**src/logic/gas_cfg.svh**
```systemverilog
/*
  Constants of the gas alarm sequencer: register offsets, threshold limits,
  reset values and hold times. Assumes a 25 MHz core clock.
*/
`ifndef GAS_CFG_SVH
`define GAS_CFG_SVH

// Register offsets (word addresses on the register port)
`define GAS_ADDR_PRE_ALARM 16'h012C
`define GAS_ADDR_PRE_WARNING 16'h0133
`define GAS_ADDR_WARNING 16'h0134
`define GAS_ADDR_ALARM 16'h0135

// Flag position in each flag register
`define GAS_FLAG_BIT 0

// Threshold limits and reset values in ppm
`define GAS_ALARM_MIN 16'h0096
`define GAS_ALARM_MAX 16'h0320
`define GAS_ALARM_DEF 16'h01F4
`define GAS_WARN_DEF 16'h0096

// Timebase and hold times
`define GAS_CLK_HZ 25000000
`define GAS_CLK_PERIOD_NS 40
`define GAS_ACK_HOLD_S 1
`define GAS_MUTE_HOLD_S 2
`define GAS_WARN_DELAY_S 1
`define GAS_ALARM_DELAY_S 1

`endif

```
**src/logic/gas_pkg.sv**
```systemverilog
/*
  Types shared by the gas alarm sequencer and its stage channels.
  Assumes gas_cfg.svh supplies the numeric constants.
*/
package gas_pkg;

  // Stage channel states
  typedef enum logic [1:0] {
    GAS_CH_IDLE = 2'b00,
    GAS_CH_PRE = 2'b01,
    GAS_CH_ON = 2'b10,
    GAS_CH_ACK = 2'b11
  } gas_ch_state_t;

  // Indication of one stage channel
  typedef struct packed {
    logic pre;
    logic on;
  } gas_ind_t;

  // Operator button events
  typedef struct packed {
    logic press;
    logic ack;
    logic mute;
  } gas_btn_t;

endpackage : gas_pkg

```
**src/logic/gas_stage_channel.sv**
```systemverilog
/*
  One stage channel (warning or alarm): delay, latch, acknowledge.
  Assumes one-cycle event inputs and a one-second tick on the same clock.
*/
`timescale 1ns/1ns
`default_nettype none
module gas_stage_channel
  import gas_pkg::*;
#(
  parameter int unsigned DELAY_S = 1
) (
  // Clock and reset
  input wire logic core_clk_i,
  input wire logic rst_i,
  // Level inputs
  input wire logic above_i,
  input wire logic below_i,
  input wire logic latched_i,
  input wire logic [15:0] mute_duration_i,
  // Events
  input wire logic sec_tick_i,
  input wire gas_btn_t btn_i,
  // Indication
  output gas_ind_t ind_o
);

  localparam logic [15:0] DELAY_CNT = 16'(DELAY_S);

  gas_ch_state_t state;
  logic [15:0] cnt;

  generate
    if (DELAY_S > 16'hFFFF) begin : g_bad
      $error("DELAY_S does not fit the stage counter");
    end
  endgenerate

  // Stage sequencing
  always_ff @(posedge core_clk_i or posedge rst_i) begin
    if (rst_i) begin
      state <= GAS_CH_IDLE;
      cnt <= 16'h0000;
    end else begin
      unique case (state)
        GAS_CH_IDLE: begin
          if (above_i) begin
            state <= GAS_CH_PRE;
            cnt <= 16'h0000;
          end
        end
        GAS_CH_PRE: begin
          if (!above_i) begin
            state <= GAS_CH_IDLE;
          end else if (sec_tick_i) begin
            if (cnt + 16'h0001 >= DELAY_CNT) begin
              state <= GAS_CH_ON;
            end
            cnt <= cnt + 16'h0001;
          end
        end
        GAS_CH_ON: begin
          if (!latched_i) begin
            if (below_i) begin
              state <= GAS_CH_IDLE;
            end
          end else if (btn_i.press && below_i) begin
            state <= GAS_CH_IDLE;
          end else if (btn_i.ack) begin
            state <= GAS_CH_ACK;
            cnt <= mute_duration_i;
          end
        end
        GAS_CH_ACK: begin
          if (cnt == 16'h0000) begin
            state <= above_i ? GAS_CH_ON : GAS_CH_IDLE;
          end else if (sec_tick_i) begin
            cnt <= cnt - 16'h0001;
          end
        end
      endcase
    end
  end

  // Indication straight from state
  assign ind_o.pre = (state == GAS_CH_PRE);
  assign ind_o.on = (state == GAS_CH_ON);

endmodule : gas_stage_channel
`default_nettype wire

```
**src/logic/gas_alarm_sequencer.sv**
```systemverilog
/*
  Gas alarm sequencer top: thresholds, button timing, timebase, indicator
  and relay drive, flag register read port.
  Assumes gas_conc_i and configuration come from logic on core_clk_i;
  the mute button is an asynchronous pin, high while pressed.
*/
`include "gas_cfg.svh"
`timescale 1ns/1ns
`default_nettype none
module gas_alarm_sequencer
  import gas_pkg::*;
#(
  parameter int unsigned CYC_PER_S = `GAS_CLK_HZ,
  parameter int unsigned WARN_DELAY_S = `GAS_WARN_DELAY_S,
  parameter int unsigned ALARM_DELAY_S = `GAS_ALARM_DELAY_S
) (
  // Clock and reset
  input wire logic core_clk_i,
  input wire logic rst_i,
  // Measurement and configuration
  input wire logic [15:0] gas_conc_i,
  input wire logic thr_load_i,
  input wire logic [15:0] warn_thr_i,
  input wire logic [15:0] alarm_thr_i,
  input wire logic warning_reset_mode_i,
  input wire logic alarm_reset_mode_i,
  input wire logic [15:0] mute_duration_i,
  // Operator button pin
  input wire logic mute_button_i,
  // Register read port
  input wire logic rd_en_i,
  input wire logic [15:0] rd_addr_i,
  output logic [15:0] rd_data_o,
  output logic rd_valid_o,
  // Indicators and actuators
  output logic yellow_led_o,
  output logic red_led_o,
  output logic warning_relay_o,
  output logic alarm_relay_o,
  output logic buzzer_o,
  // Stage flags
  output logic pre_warning_indicator_o,
  output logic warning_indicator_o,
  output logic pre_alarm_indicator_o,
  output logic alarm_indicator_o
);

  localparam logic [31:0] HALF_CYC = 32'(CYC_PER_S / 2);
  localparam logic [31:0] ACK_CYC = 32'(`GAS_ACK_HOLD_S * CYC_PER_S);
  localparam logic [31:0] MUTE_CYC = 32'(`GAS_MUTE_HOLD_S * CYC_PER_S);

  generate
    if (CYC_PER_S < 4 || CYC_PER_S > 32'h1000_0000) begin : g_bad
      $error("CYC_PER_S outside the range the timers can serve");
    end
  endgenerate

  logic [15:0] warn_thr;
  logic [15:0] alarm_thr;
  logic [31:0] half_cnt;
  logic half_tick;
  logic sec_phase;
  logic sec_tick;
  logic flash;
  logic btn_meta;
  logic btn_sync;
  logic btn_prev;
  logic [31:0] hold_cnt;
  gas_btn_t btn;
  logic [15:0] mute_cnt;
  logic warn_above;
  logic warn_below;
  logic alarm_above;
  logic alarm_below;
  gas_ind_t warn_ind;
  gas_ind_t alarm_ind;
  logic [15:0] next_rd_data;

  // Threshold store, alarm value range-checked
  always_ff @(posedge core_clk_i or posedge rst_i) begin
    if (rst_i) begin
      warn_thr <= `GAS_WARN_DEF;
      alarm_thr <= `GAS_ALARM_DEF;
    end else if (thr_load_i) begin
      warn_thr <= warn_thr_i;
      if (alarm_thr_i >= `GAS_ALARM_MIN && alarm_thr_i <= `GAS_ALARM_MAX) begin
        alarm_thr <= alarm_thr_i;
      end
    end
  end

  // Threshold comparison; equal is neither above nor below: it holds idle and on, but ends pre and a finished ack in idle
  assign warn_above = gas_conc_i > warn_thr;
  assign warn_below = gas_conc_i < warn_thr;
  assign alarm_above = gas_conc_i > alarm_thr;
  assign alarm_below = gas_conc_i < alarm_thr;

  // Half-second timebase for flashing and seconds
  always_ff @(posedge core_clk_i or posedge rst_i) begin
    if (rst_i) begin
      half_cnt <= 32'h0000_0000;
      half_tick <= 1'b0;
    end else if (half_cnt == HALF_CYC - 32'h0000_0001) begin
      half_cnt <= 32'h0000_0000;
      half_tick <= 1'b1;
    end else begin
      half_cnt <= half_cnt + 32'h0000_0001;
      half_tick <= 1'b0;
    end
  end

  // Flash phase and one-second tick
  always_ff @(posedge core_clk_i or posedge rst_i) begin
    if (rst_i) begin
      flash <= 1'b0;
      sec_phase <= 1'b0;
    end else if (half_tick) begin
      flash <= ~flash;
      sec_phase <= ~sec_phase;
    end
  end
  assign sec_tick = half_tick & sec_phase;

  // Button synchroniser
  always_ff @(posedge core_clk_i or posedge rst_i) begin
    if (rst_i) begin
      btn_meta <= 1'b0;
      btn_sync <= 1'b0;
      btn_prev <= 1'b0;
    end else begin
      btn_meta <= mute_button_i;
      btn_sync <= btn_meta;
      btn_prev <= btn_sync;
    end
  end

  // Hold time of the button, saturating at the mute hold
  always_ff @(posedge core_clk_i or posedge rst_i) begin
    if (rst_i) begin
      hold_cnt <= 32'h0000_0000;
    end else if (!btn_sync) begin
      hold_cnt <= 32'h0000_0000;
    end else if (hold_cnt < MUTE_CYC) begin
      hold_cnt <= hold_cnt + 32'h0000_0001;
    end
  end

  // Button events
  assign btn.press = btn_sync & ~btn_prev;
  assign btn.ack = btn_sync && (hold_cnt == ACK_CYC - 32'h0000_0001);
  // Mute event at the two-second hold
  assign btn.mute = btn_sync
    && (hold_cnt == MUTE_CYC - 32'h0000_0001);

  // Buzzer mute timer in seconds, any reset mode
  always_ff @(posedge core_clk_i or posedge rst_i) begin
    if (rst_i) begin
      mute_cnt <= 16'h0000;
    end else if (btn.mute) begin
      mute_cnt <= mute_duration_i;
    end else if (sec_tick && mute_cnt != 16'h0000) begin
      mute_cnt <= mute_cnt - 16'h0001;
    end
  end

  // Warning stage
  gas_stage_channel #(
    .DELAY_S(WARN_DELAY_S)
  ) u_warn (
    .core_clk_i(core_clk_i),
    .rst_i(rst_i),
    .above_i(warn_above),
    .below_i(warn_below),
    .latched_i(warning_reset_mode_i),
    .mute_duration_i(mute_duration_i),
    .sec_tick_i(sec_tick),
    .btn_i(btn),
    .ind_o(warn_ind)
  );

  // Alarm stage
  gas_stage_channel #(
    .DELAY_S(ALARM_DELAY_S)
  ) u_alarm (
    .core_clk_i(core_clk_i),
    .rst_i(rst_i),
    .above_i(alarm_above),
    .below_i(alarm_below),
    .latched_i(alarm_reset_mode_i),
    .mute_duration_i(mute_duration_i),
    .sec_tick_i(sec_tick),
    .btn_i(btn),
    .ind_o(alarm_ind)
  );

  // Indicator and actuator drive
  always_ff @(posedge core_clk_i or posedge rst_i) begin
    if (rst_i) begin
      yellow_led_o <= 1'b0;
      red_led_o <= 1'b0;
      warning_relay_o <= 1'b0;
      alarm_relay_o <= 1'b0;
      buzzer_o <= 1'b0;
    end else begin
      yellow_led_o <= warn_ind.on | (warn_ind.pre & flash);
      red_led_o <= alarm_ind.on | (alarm_ind.pre & flash);
      warning_relay_o <= warn_ind.on;
      alarm_relay_o <= alarm_ind.on;
      buzzer_o <= alarm_ind.on && (mute_cnt == 16'h0000);
    end
  end

  // Stage flags; a pre flag stays set while its stage is pre or on, and clears in ack
  always_ff @(posedge core_clk_i or posedge rst_i) begin
    if (rst_i) begin
      pre_warning_indicator_o <= 1'b0;
      warning_indicator_o <= 1'b0;
      pre_alarm_indicator_o <= 1'b0;
      alarm_indicator_o <= 1'b0;
    end else begin
      pre_warning_indicator_o <= warn_ind.pre | warn_ind.on;
      warning_indicator_o <= warn_ind.on;
      pre_alarm_indicator_o <= alarm_ind.pre | alarm_ind.on;
      alarm_indicator_o <= alarm_ind.on;
    end
  end

  // Flag register decode; unmapped words read zero
  always_comb begin
    next_rd_data = 16'h0000;
    unique case (rd_addr_i)
      `GAS_ADDR_PRE_ALARM: begin
        next_rd_data[`GAS_FLAG_BIT] = pre_alarm_indicator_o;
      end
      `GAS_ADDR_PRE_WARNING: begin
        next_rd_data[`GAS_FLAG_BIT] = pre_warning_indicator_o;
      end
      `GAS_ADDR_WARNING: begin
        next_rd_data[`GAS_FLAG_BIT] = warning_indicator_o;
      end
      `GAS_ADDR_ALARM: begin
        next_rd_data[`GAS_FLAG_BIT] = alarm_indicator_o;
      end
      default: next_rd_data = 16'h0000;
    endcase
  end

  // Register read answer, one cycle after the request
  always_ff @(posedge core_clk_i or posedge rst_i) begin
    if (rst_i) begin
      rd_data_o <= 16'h0000;
      rd_valid_o <= 1'b0;
    end else begin
      rd_valid_o <= rd_en_i;
      if (rd_en_i) begin
        rd_data_o <= next_rd_data;
      end
    end
  end

endmodule : gas_alarm_sequencer
`default_nettype wire

```
**config.mk**
```make
export PLATFORM = sky130hd
export DESIGN_NAME = gas_alarm_sequencer
export DESIGN_NICKNAME = d
export VERILOG_FILES = /design/src/logic/gas_pkg.sv /design/src/logic/gas_stage_channel.sv /design/src/logic/gas_alarm_sequencer.sv
export VERILOG_INCLUDE_DIRS = /design/src /design/src/logic
export SDC_FILE = /design/constraint.sdc
export NUM_CORES = 1
export LEC_CHECK = 0
export ABC_AREA = 1
export BUFFER_PORTS_ARGS = -buffer_cell sky130_fd_sc_hd__clkbuf_2
export CAP_MARGIN = 0
export CORE_UTILIZATION = 50
export CTS_BUF_LIST = sky130_fd_sc_hd__clkbuf_8 sky130_fd_sc_hd__clkbuf_16
export CTS_CLUSTER_DIAMETER = 150
export DETAILED_ROUTE_END_ITERATION = 10
export MAX_ROUTING_LAYER = met4
export PLACE_DENSITY = 0.75
export SLEW_MARGIN = 5
export SYNTH_ARGS = -nofsm -noshare
export SYNTH_HDL_FRONTEND = slang
export SYNTH_HIERARCHICAL = 1
export SYNTH_SLANG_ARGS = --single-unit
export TNS_END_PERCENT = 5
```
**constraint.sdc**
```tcl
create_clock -name core_clk_i -period 5.05 [get_ports core_clk_i]
set_clock_uncertainty 0.05 [all_clocks]
set_input_delay 1.01 -clock core_clk_i [delete_from_list [all_inputs] [get_ports core_clk_i]]
set_output_delay 1.01 -clock core_clk_i [all_outputs]
set_load 0.05 [all_outputs]
```
# Yosys cells after proc, flatten, opt, wreduce, memory -nomap -nowiden
# Index checks and enable logic that the tools add are counted.
# totals
inputBits	87
rom_bits	0
elab_cells	155
out_inout_bits	26
latchBits	0
ramBits	0
mem_count	0
ff_bits	163
# op_classes
mux	45
n_addsub	7
n_mul	0
eq_ne	40
reduce_logical	19
div	0
n_shift	0
n_lt_le_gt_ge	9
bitwise	11
# op_table
cell	n
16-bit two-way mux	17
16-bit case mux with 4 select lines	2
32-bit two-way mux	3
32-bit by 1-bit adder with 32-bit output (second input constant)	2
16-bit by 9-bit equality test with 1-bit output (second input constant)	4
16-bit logical NOT	3
16-bit by 1-bit subtractor with 16-bit output (second input constant)	3
2-bit two-way mux	19
16-bit by 1-bit adder with 16-bit output (second input constant)	2
32-bit by 24-bit equality test with 1-bit output (second input constant)	1
32-bit by 25-bit equality test with 1-bit output (second input constant)	1
32-bit by 26-bit equality test with 1-bit output (second input constant)	1
16-bit by 1-bit >= comparator with 1-bit output (second input constant)	2
16-bit greater-than comparator	2
16-bit < comparator	2
32-bit by 26-bit < comparator with 1-bit output (second input constant)	1
2-bit != test (second input constant)	12
16-bit by 8-bit >= comparator with 1-bit output (second input constant)	1
16-bit by 10-bit less-or-equal comparator with 1-bit output (second input constant)	1
2-bit case mux with 4 select lines	2
8-bit AND reduction	2
16-bit nonzero test	1
2-bit by 1-bit != test with 1-bit output (second input constant)	7
3-bit != test (second input constant)	4
other kinds (14)	36

# Longest topological paths before layout
# Gate-level depths: netlist (run 1).
# logic_depth
word_depth	6
ltp_mapped	20
mapped_depth_nobuf	18

# By module
# Netlist (run 1), hierarchy kept.
# by_module_without_submodules
module	instances	cells_each	area_per_inst_um2	seq_area_each_um2
gas_alarm_sequencer	1	1200	8251.7	3190.6
gas_stage_channel (u_warn)	1	322	1981.9	450.4
gas_stage_channel (u_alarm)	1	321	1923.1	450.4

# Worst setup path after synthesis (run 1)
# OpenSTA, ideal clock, no wires.
# synth_timing
path_type	in2reg
startpoint	in gas_conc_i[15]
endpoint	reg u_alarm.cnt[3]
path_slack_ns	2.087
setup_ns	0.076
cell_stages	17
path_buffers	2
arrival_ns	2.837
cell_sequence	ha_1 -> nand2_1 -> or2_2 -> nand2_1 -> a21oi_1 -> and2_1 -> a21oi_1 -> o21ai_0 -> nand2_1 -> o221ai_1 -> inv_1 -> nand2_2 -> inv_2 -> buf_6 -> buf_6 -> nand2_1 -> o21ai_1
# synth_between
elab_chain_len	4
# synth_lines
item	line	text
start, declared	gas_alarm_sequencer.sv:21	input wire logic [15:0] gas_conc_i,
16-bit < comparator	gas_alarm_sequencer.sv:96	assign alarm_below = gas_conc_i < alarm_thr;
via alarm_below	gas_alarm_sequencer.sv:74	logic alarm_below;
1-bit logical AND	gas_stage_channel.sv:66	end else if (btn_i.press && below_i) begin
2-bit != test (no line)	-	
8-bit AND reduction (no line)	-	
end signal, assigned	gas_stage_channel.sv:58	cnt <= cnt + 16'h0001;
end signal, assigned	gas_stage_channel.sv:70	cnt <= mute_duration_i;
end signal, assigned	gas_stage_channel.sv:77	cnt <= cnt - 16'h0001;
end, declared	gas_stage_channel.sv:30	logic [15:0] cnt;
# The timed path passes the listed nets, and every way through them passes these cells.
# A chain may end at the register's enable or synchronous reset.

==> metrics.md, run 1 <==
| Metric | Value |
|---|---|
| Outcome | finished clean |
| Starting Density | 51.3% |
| Ports | 113 |
| Final Util | 55.9% |
| Worst-margin pin slew | 967 ps |
| DP Wirelength | 24.6 mm |
| Setup violators final | 0 |
| Seq pwr share | 36.1% |
| R2R setup slack | 1640 ps |
| Element type at the critical path end | flop |
| First-pass DRT Iterations | 6 |
| Clock tree sinks | 163 |
| First-pass GRT wire length | 54.5 mm |
| Sw frac | 44.0% |
| Initial antenna violation count | 1 |
| Post-layout minimum cycle time | 3410 ps |
| Delay of the slowest critical-path stage | 470 ps |
| NetSw | 2.08 mW |
| VDD IR-drop max | 0.000208 V |
| Commonest non-fill, non-tap cell in the layout | nand2_1 |
| Seq cells post-synth | 163 |
| Routed Antenna Nets | 0 |
| Buf+Inv Stages, Crit Path | 4 |
| RR Endpoint | u_alarm/cnt[8] |
| R2r worst-path depth | 11 |
| GRT Resource Usage Total | 28.5% |
| CP Max Fanout | 42 |
| Share of layout cells above drive strength 1 | 11.4% |
| Most frequent cells in the layout | nand2_1 (570), inv_1 (231), nor2_1 (226) |
| Synth Warn # | 6 |
| Max clock buf depth | 2 |
| DRT Wirelength | 32.7 mm |
| Cell count after synthesis | 1843 |
| Unrepaired setup endpoints after global routing | false |
| Nets | 2047 |
| Post-CTS Setup Repair Bufs | 0 |
| Logic pwr share | 37.8% |
| Worst hold start | btn_meta |
| Total CTS buffers | 17 |
| Total power per unit cell area | 356 nW/um^2 |
| CP Data Required Time | 5370 ps |
| Placer Congestion | 0.966 |
| Total congestion overflow | 0 |
| Wirelength per Cell | 14.5 um |
| Critical path's slowest cell | inv_1 |
| Vert. Die Dim | 158 um |
| Hold Slack | 313 ps |
| Worst setup path start | btn_sync |
| Rows | 56 |
| Tcrit/Tclk final | 67.5% |
| Worst hold path class | reg2reg |
| DR vias | 12.0k |
| Reg2reg start | btn_sync |
| CTS hold repair buffers | 0 |
| Slew HR | 35.3% |
| # H-tree levels | 4 |
| Max frequency | 293 MHz |
| TritonCTS clock tree | yes |
| Synth Cell Area | 12200 sq um |
| Setup TNS | 0 ps |
| Vias in the first global route | 11.4k |
| Post-synthesis sequential area ratio | 33.7% |
| Cell mode on critical path | inv_1 |
| Delay-heaviest family, CP | buffers and inverters |
| Int Pwr | 2.64 mW |
| Vias/cell | 5.34 |
| Die width | 158 um |
| DRC Markers | 0 |
| Post-CTS Resized | 0 |
| Core region area | 23700 sq um |
| Pleak | 6.57 nW |
| Area growth, synth to finish | 8.99% |
| Worst-skew pair later-pin latency | 450 ps |
| Hold Path Sink | btn_sync |
| CTS root buf | clkbuf_16 |
| CTS clock-pin slew for the worst setup and hold paths | 70 ps |
| CP Cell Sequence | buf_4, inv_1, nor4_1, nand3_1, nor2_1, o221ai_1, inv_1, nand2_2, inv_2, nand2_1, o21ai_1 |
| Hold Path Depth | 0 |
| Final Max Tran Viols | 0 |
| Arr. time, crit path | 3730 ps |
| Synth cell types | 52 |
| Die ar. | 24900 sq um |
| IO buf count | 97 |
| Startpoint types | flop |
| WS Path Type | reg2reg |
| Clock network power share | 26.1% |
| Syn Area/Cell | 6.60 sq um |
| Largest net degree at the start of global routing | 92 |
| Initial DRC Count | 1157 |
| Endpoints failing hold | 0 |
| Maxcap violations | 0 |
## worst max-delay path by stage
stage / to / slack (ps) / cells after the start
after floorplan: alarm_indicator_o / 620 / 1
after global placement: u_alarm/cnt[9] / 1650 / 15
after detailed placement: u_alarm/cnt[5] / 1550 / 15
after CTS: u_alarm/cnt[13] / 1730 / 11
after global routing: u_alarm/cnt[12] / 1410 / 11
final: u_alarm/cnt[8] / 1640 / 11
## Yosys cell counts (all sizes together)
cell type / instances / area share (%)
a21oi: 38 / 1.6
a221oi: 2 / 0.14
a31o: 1 / 0.072
a31oi: 3 / 0.15
and2: 3 / 0.15
and3: 1 / 0.051
buf: 45 / 2.9
bufinv: 1 / 0.14
clkbuf: 14 / 0.51
clkinv: 5 / 0.15
conb: 1 / 0.031
dfrtp: 153 / 31
dfstp: 10 / 2.2
ha: 43 / 4.4
inv: 240 / 7.4
nand2: 588 / 19
nand3: 196 / 8.2
nand3b: 1 / 0.062
nand4: 44 / 2.3
nor2: 249 / 8.6
nor3: 32 / 1.4
nor3b: 2 / 0.12
nor4: 9 / 0.51
nor4b: 4 / 0.29
o211ai: 3 / 0.19
o21a: 2 / 0.12
o21ai: 100 / 4.6
o21bai: 1 / 0.062
o221ai: 3 / 0.22
o22ai: 2 / 0.10
o311ai: 5 / 0.36
o31ai: 1 / 0.062
or2: 3 / 0.15
xnor2: 8 / 0.58
xor2: 30 / 2.2
## registers in the layout, summed over array words and instances (netlist names), 2 cells and up
| name | cells |
|---|---|
| u_warn/state | 2 |
| half_cnt | 32 |
| u_alarm/state | 2 |
| u_alarm/cnt | 16 |
| warn_thr | 16 |
| alarm_thr | 16 |
| hold_cnt | 32 |
| u_warn/cnt | 16 |
| mute_cnt | 16 |
## layout make-up
| cell class | instances | area (sq um) |
|---|---|---|
| Fill cell | 2394 | 10400 |
| Multi-Input combinational cell | 1389 | 6770 |
| Sequential cell | 163 | 4090 |
| Inverter | 246 | 945 |
| Timing Repair Buffer | 100 | 508 |
| Clock buffer | 18 | 439 |
| Tap cell | 319 | 399 |
| Clock inverter | 13 | 98.8 |
| Antenna cell | 1 | 2.50 |
## cell families (layout without fill, tap and decap cells)
group | count (synthesis) | after routing | share of synthesized area (%)
buffers and inverters | 305 | 377 | 11.1
AOI/OAI and AO/OA | 161 | 161 | 7.69
adders and majority gates | 43 | 43 | 4.43
DFF | 163 | 163 | 33.7
and+or+nand+nor | 1132 | 1132 | 40.3
other | 1 | 16 | 0.0308
xor gates and xnor gates | 38 | 38 | 2.74
## through the flow
step | cells | setup slack, ps | area, sq um | total power, mW
global placement | 2217 | 1650 | 12700 | 3.44
finish | 2249 | 1640 | 13200 | 4.72
floorplan | 1857 | 622 | 12200 | 3.09
detailed placement | 2217 | 1550 | 12700 | 3.47
CTS | 2248 | 1730 | 13200 | 4.70
global route | 2249 | 1410 | 13200 | 5.03
## metal layers
layer  part of all wire (%)  wire (um)  track usage, %  up-vias
li1                       -          -               -     5996
met5                      0          0               -        -
met1                     45      14800            36.1     5559
met4                    2.8        903            10.4        0
met2                     47      15300            46.2      381
met3                    5.3       1750            4.02       64
## power groups by stage
stage	Sequential [mW]	Combinational, mW	Clock (mW)
2_1_floorplan	1.68	1.41	0
3_3_place_gp	1.72	1.72	0
6_report	1.71	1.78	1.23
3_5_place_dp	1.72	1.75	0
4_1_cts	1.70	1.76	1.25
5_1_grt	1.73	2.00	1.30
No activity file was read; power rests on OpenSTA's default activity.
==> run 2, diff against run 1 <==
--- a/config.mk
+++ b/config.mk
@@ -6,7 +6,7 @@
 export SDC_FILE = /design/constraint.sdc
 export NUM_CORES = 1
 export LEC_CHECK = 0
-export ABC_AREA = 1
+export ABC_AREA = 0
 export BUFFER_PORTS_ARGS = -buffer_cell sky130_fd_sc_hd__clkbuf_2
 export CAP_MARGIN = 0
 export CORE_UTILIZATION = 50
@@ -14,7 +14,7 @@
 export CTS_CLUSTER_DIAMETER = 150
 export DETAILED_ROUTE_END_ITERATION = 10
 export MAX_ROUTING_LAYER = met4
-export PLACE_DENSITY = 0.75
+export PLACE_DENSITY = 0.76
 export SLEW_MARGIN = 5
 export SYNTH_ARGS = -nofsm -noshare
 export SYNTH_HDL_FRONTEND = slang
==> constraint.sdc (replaced) <==
create_clock -name core_clk_i -period 3.2 [get_ports core_clk_i]
set_clock_uncertainty 0.05 [all_clocks]
set_input_delay 0.64 -clock core_clk_i [delete_from_list [all_inputs] [get_ports core_clk_i]]
set_output_delay 0.64 -clock core_clk_i [all_outputs]
set_load 0.05 [all_outputs]
==> metrics.md, run 2 <==
| Metric | Value |
|---|---|
| Tot Pwr | 6.58 mW |
| Largest net degree at the start of global routing | 57 |
| Die ar. | 21900 sq um |
| Routed Antenna Nets | 0 |
| Hold Path Depth | 1 |
| DP Wirelength | 20.0 mm |
| Max frequency | 333 MHz |
| Worst-margin pin slew | 836 ps |
| Delay of the slowest critical-path stage | 550 ps |
| Ports | 113 |
| CTS root buf | clkbuf_16 |
| Delay-heaviest family, CP | simple AND/OR/NAND/NOR gates |
| CP Cell Sequence | or4_4, nor3_1, nand4_1, nor2_2, and2_1, nand2_1, a21oi_1, o21ai_1, buf_12, a2111o_1, o311ai_1 |
| Synth Cell Area | 10700 sq um |
| Wirelength per Cell | 17.2 um |
| Worst hold path class | in2reg |
| Hold Path Sink | btn_meta |
| Worst-skew pair later-pin latency | 430 ps |
| First-pass GRT wire length | 45.7 mm |
| CP Data Required Time | 3480 ps |
| Vias/cell | 6.07 |
| GRT Resource Usage Total | 26.8% |
| Die width | 148 um |
| Post-CTS Setup Repair Bufs | 0 |
| First-pass DRT Iterations | 5 |
| Syn Area/Cell | 8.62 sq um |
| Worst hold start | mute_button_i |
| Pleak | 5.22 nW |
| Startpoint types | flop |
| Nets | 1449 |
| # H-tree levels | 4 |
| Maxcap violations | 0 |
| VDD IR-drop max | 0.000300 V |
| Buf+Inv Stages, Crit Path | 1 |
| Reg2reg start | hold_cnt[26] |
| Most frequent cells in the layout | dfrtp_1 (153), nor2_1 (115), nand2_1 (100) |
| R2r worst-path depth | 11 |
| Rows | 53 |
| Initial DRC Count | 878 |
| Final Max Tran Viols | 0 |
| Top Registers | half_cnt (32), hold_cnt (32) |
| Core region area | 21000 sq um |
| Arr. time, crit path | 3280 ps |
| Setup violators final | 0 |
| Vert. Die Dim | 148 um |
| Worst slack at placement | 20.3 ps |
| Area growth, synth to finish | 12.6% |
| Post-layout minimum cycle time | 3000 ps |
| Filler cell count | 1877 |
| Final Util | 57.2% |
| WS Path Type | reg2reg |
| Element type at the critical path end | flop |
| Endpoints failing hold | 0 |
| Slew HR | 43.7% |
| Final WS setup | 199 ps |
| Critical path's slowest cell | or4_4 |
| TritonCTS clock tree | yes |
| R2R setup slack | 200 ps |
| IO buf count | 97 |
| Clock tree sinks | 163 |
| Outcome | finished clean |
| Share of layout cells above drive strength 1 | 15.7% |
| Initial antenna violation count | 0 |
| DRC Markers | 0 |
| DRT Wirelength | 27.6 mm |
| Tcrit/Tclk final | 93.8% |
| Total congestion overflow | 0 |
| Commonest non-fill, non-tap cell in the layout | dfrtp_1 |
| Starting Density | 50.9% |
| Cell count after synthesis | 1236 |
| Synth Warn # | 6 |
| DR vias | 9749 |
| Max clock buf depth | 2 |
| Total CTS buffers | 17 |
| Vias in the first global route | 9128 |
| RR Endpoint | u_warn/cnt[8] |
| Diodes inserted | 0 |
| Placer Congestion | 1.00 |
| CP Max Fanout | 21 |
| Setup TNS | 0 ps |
| CTS clock-pin slew for the worst setup and hold paths | 70 ps |
| Total power per unit cell area | 549 nW/um^2 |
| Unrepaired setup endpoints after global routing | false |
## run 2: worst register-to-register path: stages, from the launching register on
cell      delay [ps]
dfrtp_1          380
or4_4            550
nor3_1           240
nand4_1          150
nor2_2           280
and2_1           230
nand2_1           60
a21oi_1          200
o21ai_1          150
buf_12           180
a2111o_1         350
o311ai_1          80
## run 2: what timing repair did
item / 4_1_cts / 5_1_grt
hold buffers: 0 / 0
endpoints found under the setup margin: 0 / 5
resized for setup: 0 / 5
hold endpoints to repair: 0 / 0
## run 2: power breakdown
group	total [mW]	switching [mW]	internal [mW]	leakage (nW)
logic	2.05	1.24	0.806	2.84
clock network	1.94	0.889	1.05	0.278
registers	2.60	0.353	2.25	2.10
## run 2: cell type report
cell class | instances | area (sq um) | share of cell area [%]
multi-input cells | 937 | 5960 | 49.7
flip-flops and latches | 163 | 4090 | 34.1
repair buffers | 130 | 783 | 6.53
clock buffers | 19 | 453 | 3.78
well taps | 275 | 344 | 2.87
inverters | 70 | 267 | 2.22
clock inverters | 13 | 98.8 | 0.824
## run 2: layer usage
layer  track usage, %  wire (um)
met4             12.6       1030
met3             3.89       1820
met5                -          0
met1             34.7      11900
met2             41.4      12800
## run 2: worst max-delay path by stage
stage          slack (ps)  depth (start not counted)     startpoint              end
6_report              200                         11   hold_cnt[26]    u_warn/cnt[8]
3_3_place_gp          130                         15  gas_conc_i[1]   u_alarm/cnt[7]
2_1_floorplan         420                         11   hold_cnt[26]   u_warn/cnt[12]
3_5_place_dp           20                         13  gas_conc_i[1]   u_alarm/cnt[3]
4_1_cts               170                         11   hold_cnt[26]   u_warn/cnt[12]
5_1_grt                30                         13    warn_thr[1]  u_warn/state[0]
## run 2: stage by stage
step / area, sq um / std cells / hold WS, ps
after CTS: 12000 / 1607 / 249
final: 12000 / 1607 / 264
after global routing: 12000 / 1607 / 249
after detailed placement: 11400 / 1575 / 285
after global placement: 11400 / 1575 / 284
after floorplan: 10700 / 1250 / 281
==> run 3, diff against run 2 <==
--- a/config.mk
+++ b/config.mk
@@ -13,7 +13,6 @@
 export CTS_BUF_LIST = sky130_fd_sc_hd__clkbuf_8 sky130_fd_sc_hd__clkbuf_16
 export CTS_CLUSTER_DIAMETER = 150
 export DETAILED_ROUTE_END_ITERATION = 10
-export MAX_ROUTING_LAYER = met4
 export PLACE_DENSITY = 0.76
 export SLEW_MARGIN = 5
 export SYNTH_ARGS = -nofsm -noshare
==> metrics.md, run 3 (same netlist as run 2, synthesis figures left out) <==
| Metric | Value |
|---|---|
| Worst-skew pair later-pin latency | 430 ps |
| Total power per unit cell area | 550 nW/um^2 |
| Final Max Tran Viols | 0 |
| GRT Resource Usage Total | 26.1% |
| DRT Wirelength | 27.7 mm |
| Total CTS buffers | 17 |
| Wirelength per Cell | 17.2 um |
| Initial antenna violation count | 0 |
| Startpoint types | flop |
| Most frequent cells in the layout | dfrtp_1 (153), nor2_1 (116), nand2_1 (100) |
| Setup violators final | 0 |
| Largest net degree at the start of global routing | 37 |
| First-pass DRT Iterations | 5 |
| Vias in the first global route | 9296 |
| Total congestion overflow | 0 |
| CP Data Required Time | 3480 ps |
| Vias/cell | 6.06 |
| Core region area | 21000 sq um |
| DP Wirelength | 20.2 mm |
| Worst hold path class | in2reg |
| Max clock buf depth | 2 |
| Maxcap violations | 0 |
| Rows | 53 |
| CTS root buf | clkbuf_16 |
| Ports | 113 |
| Pleak | 5.23 nW |
| CP Cell Sequence | or4_4, nor3_1, nand4_1, nor2_1, buf_4, and2_1, nand2_1, a21oi_1, o21ai_1, buf_12, a2111o_1, o311ai_1 |
| Nets | 1449 |
| Vert. Die Dim | 148 um |
| Commonest non-fill, non-tap cell in the layout | dfrtp_1 |
| Top Registers | half_cnt (32), hold_cnt (32) |
| Max frequency | 336 MHz |
| First-pass GRT wire length | 46.0 mm |
| Slew HR | 40.6% |
| VDD IR-drop max | 0.000342 V |
| Critical path's slowest cell | or4_4 |
| Tot Pwr | 6.60 mW |
| Routed Antenna Nets | 0 |
| Tcrit/Tclk final | 93.1% |
| Final Util | 57.3% |
| Area growth, synth to finish | 12.6% |
| CTS clock-pin slew for the worst setup and hold paths | 60 ps |
| Diodes inserted | 0 |
| Outcome | finished clean |
| Arr. time, crit path | 3260 ps |
| TritonCTS clock tree | yes |
| Placer Congestion | 0.968 |
| Delay of the slowest critical-path stage | 550 ps |
| Element type at the critical path end | flop |
| # H-tree levels | 4 |
| DRC Markers | 0 |
| WS Path Type | reg2reg |
| Initial DRC Count | 776 |
| DR vias | 9736 |
| Filler cell count | 1908 |
| Starting Density | 50.9% |
| Worst-margin pin slew | 883 ps |
| Endpoints failing hold | 0 |
| CP Max Fanout | 21 |
| Post-layout minimum cycle time | 2980 ps |
| Share of layout cells above drive strength 1 | 15.3% |
| IO buf count | 97 |
| Clock tree sinks | 163 |
| Die ar. | 21900 sq um |
| Die width | 148 um |
==> run 3: cell count changes in the layout (fill, tap and decap cells not counted), moves of 2 or more <==
cell / previous run / this run
bufinv_16: 0 / 2
clkinvlp_4: 2 / 4
inv_6: 5 / 0
inv_1: 67 / 71
==> run 3: final cells by class <==
cell class	instances	area [sq um]	share of cell area (%)
repair buffers	130	783	6.53
flip-flops and latches	163	4090	34.1
multi-input cells	937	5950	49.6
well taps	275	344	2.87
clock inverters	14	125	1.04
clock buffers	18	439	3.66
inverters	70	267	2.22
==> run 3: final timing paths <==
| path | from | end | depth (start not counted) | slack [ps] |
|---|---|---|---|---|
| setup / recovery | hold_cnt[26] | u_warn/cnt[12] | 12 | 220 |
| hold / removal | mute_button_i | btn_meta | 1 | 270 |
| setup reg to reg | hold_cnt[26] | u_warn/cnt[12] | 12 | 220 |
| hold reg to reg | btn_meta | btn_sync | 0 | 300 |
| max in group asynchronous | rst_i | warn_thr[1] | 3 | 1970 |
| min in group asynchronous | rst_i | u_alarm/cnt[4] | 2 | 330 |
==> run 3: where the power goes <==
group	internal, mW	switching [mW]
Combinational	0.785	1.23
Clock	1.15	0.826
Sequential	2.25	0.360
Total	4.18	2.41
==> run 3: timing repair <==
| item | CTS | global route |
|---|---|---|
| resized for setup | 0 | 2 |
| setup endpoints to repair | 0 | 3 |
| buffers inserted | 0 | 0 |
| hold buffers | 0 | 0 |
==> run 3: worst max-delay path, delay by kind of cell (launching register included) <==
kind | cells | cell delay, ps
simple gates | 6 | 1310
flops | 1 | 380
buf+inv | 2 | 340
compound gates | 4 | 800
==> run 3: stage by stage <==
step	worst slack (ps)	TNS [ps]	cell area, sq um	hold WS, ps	std cells
4_1_cts	231	0	12000	259	1607
6_report	220	0	12000	269	1607
2_1_floorplan	420	0	10700	281	1250
3_5_place_dp	-45.3	-45.3	11400	287	1575
5_1_grt	-2.65	-2.65	12000	252	1607
3_3_place_gp	126	0	11400	283	1575
==> run 3: metal layers <==
layer	part of all wire [%]	GRT usage (%)
met1	43	34.3
met2	47	42.5
met3	6.6	4.32
met4	3.3	10.8
met5	0	0
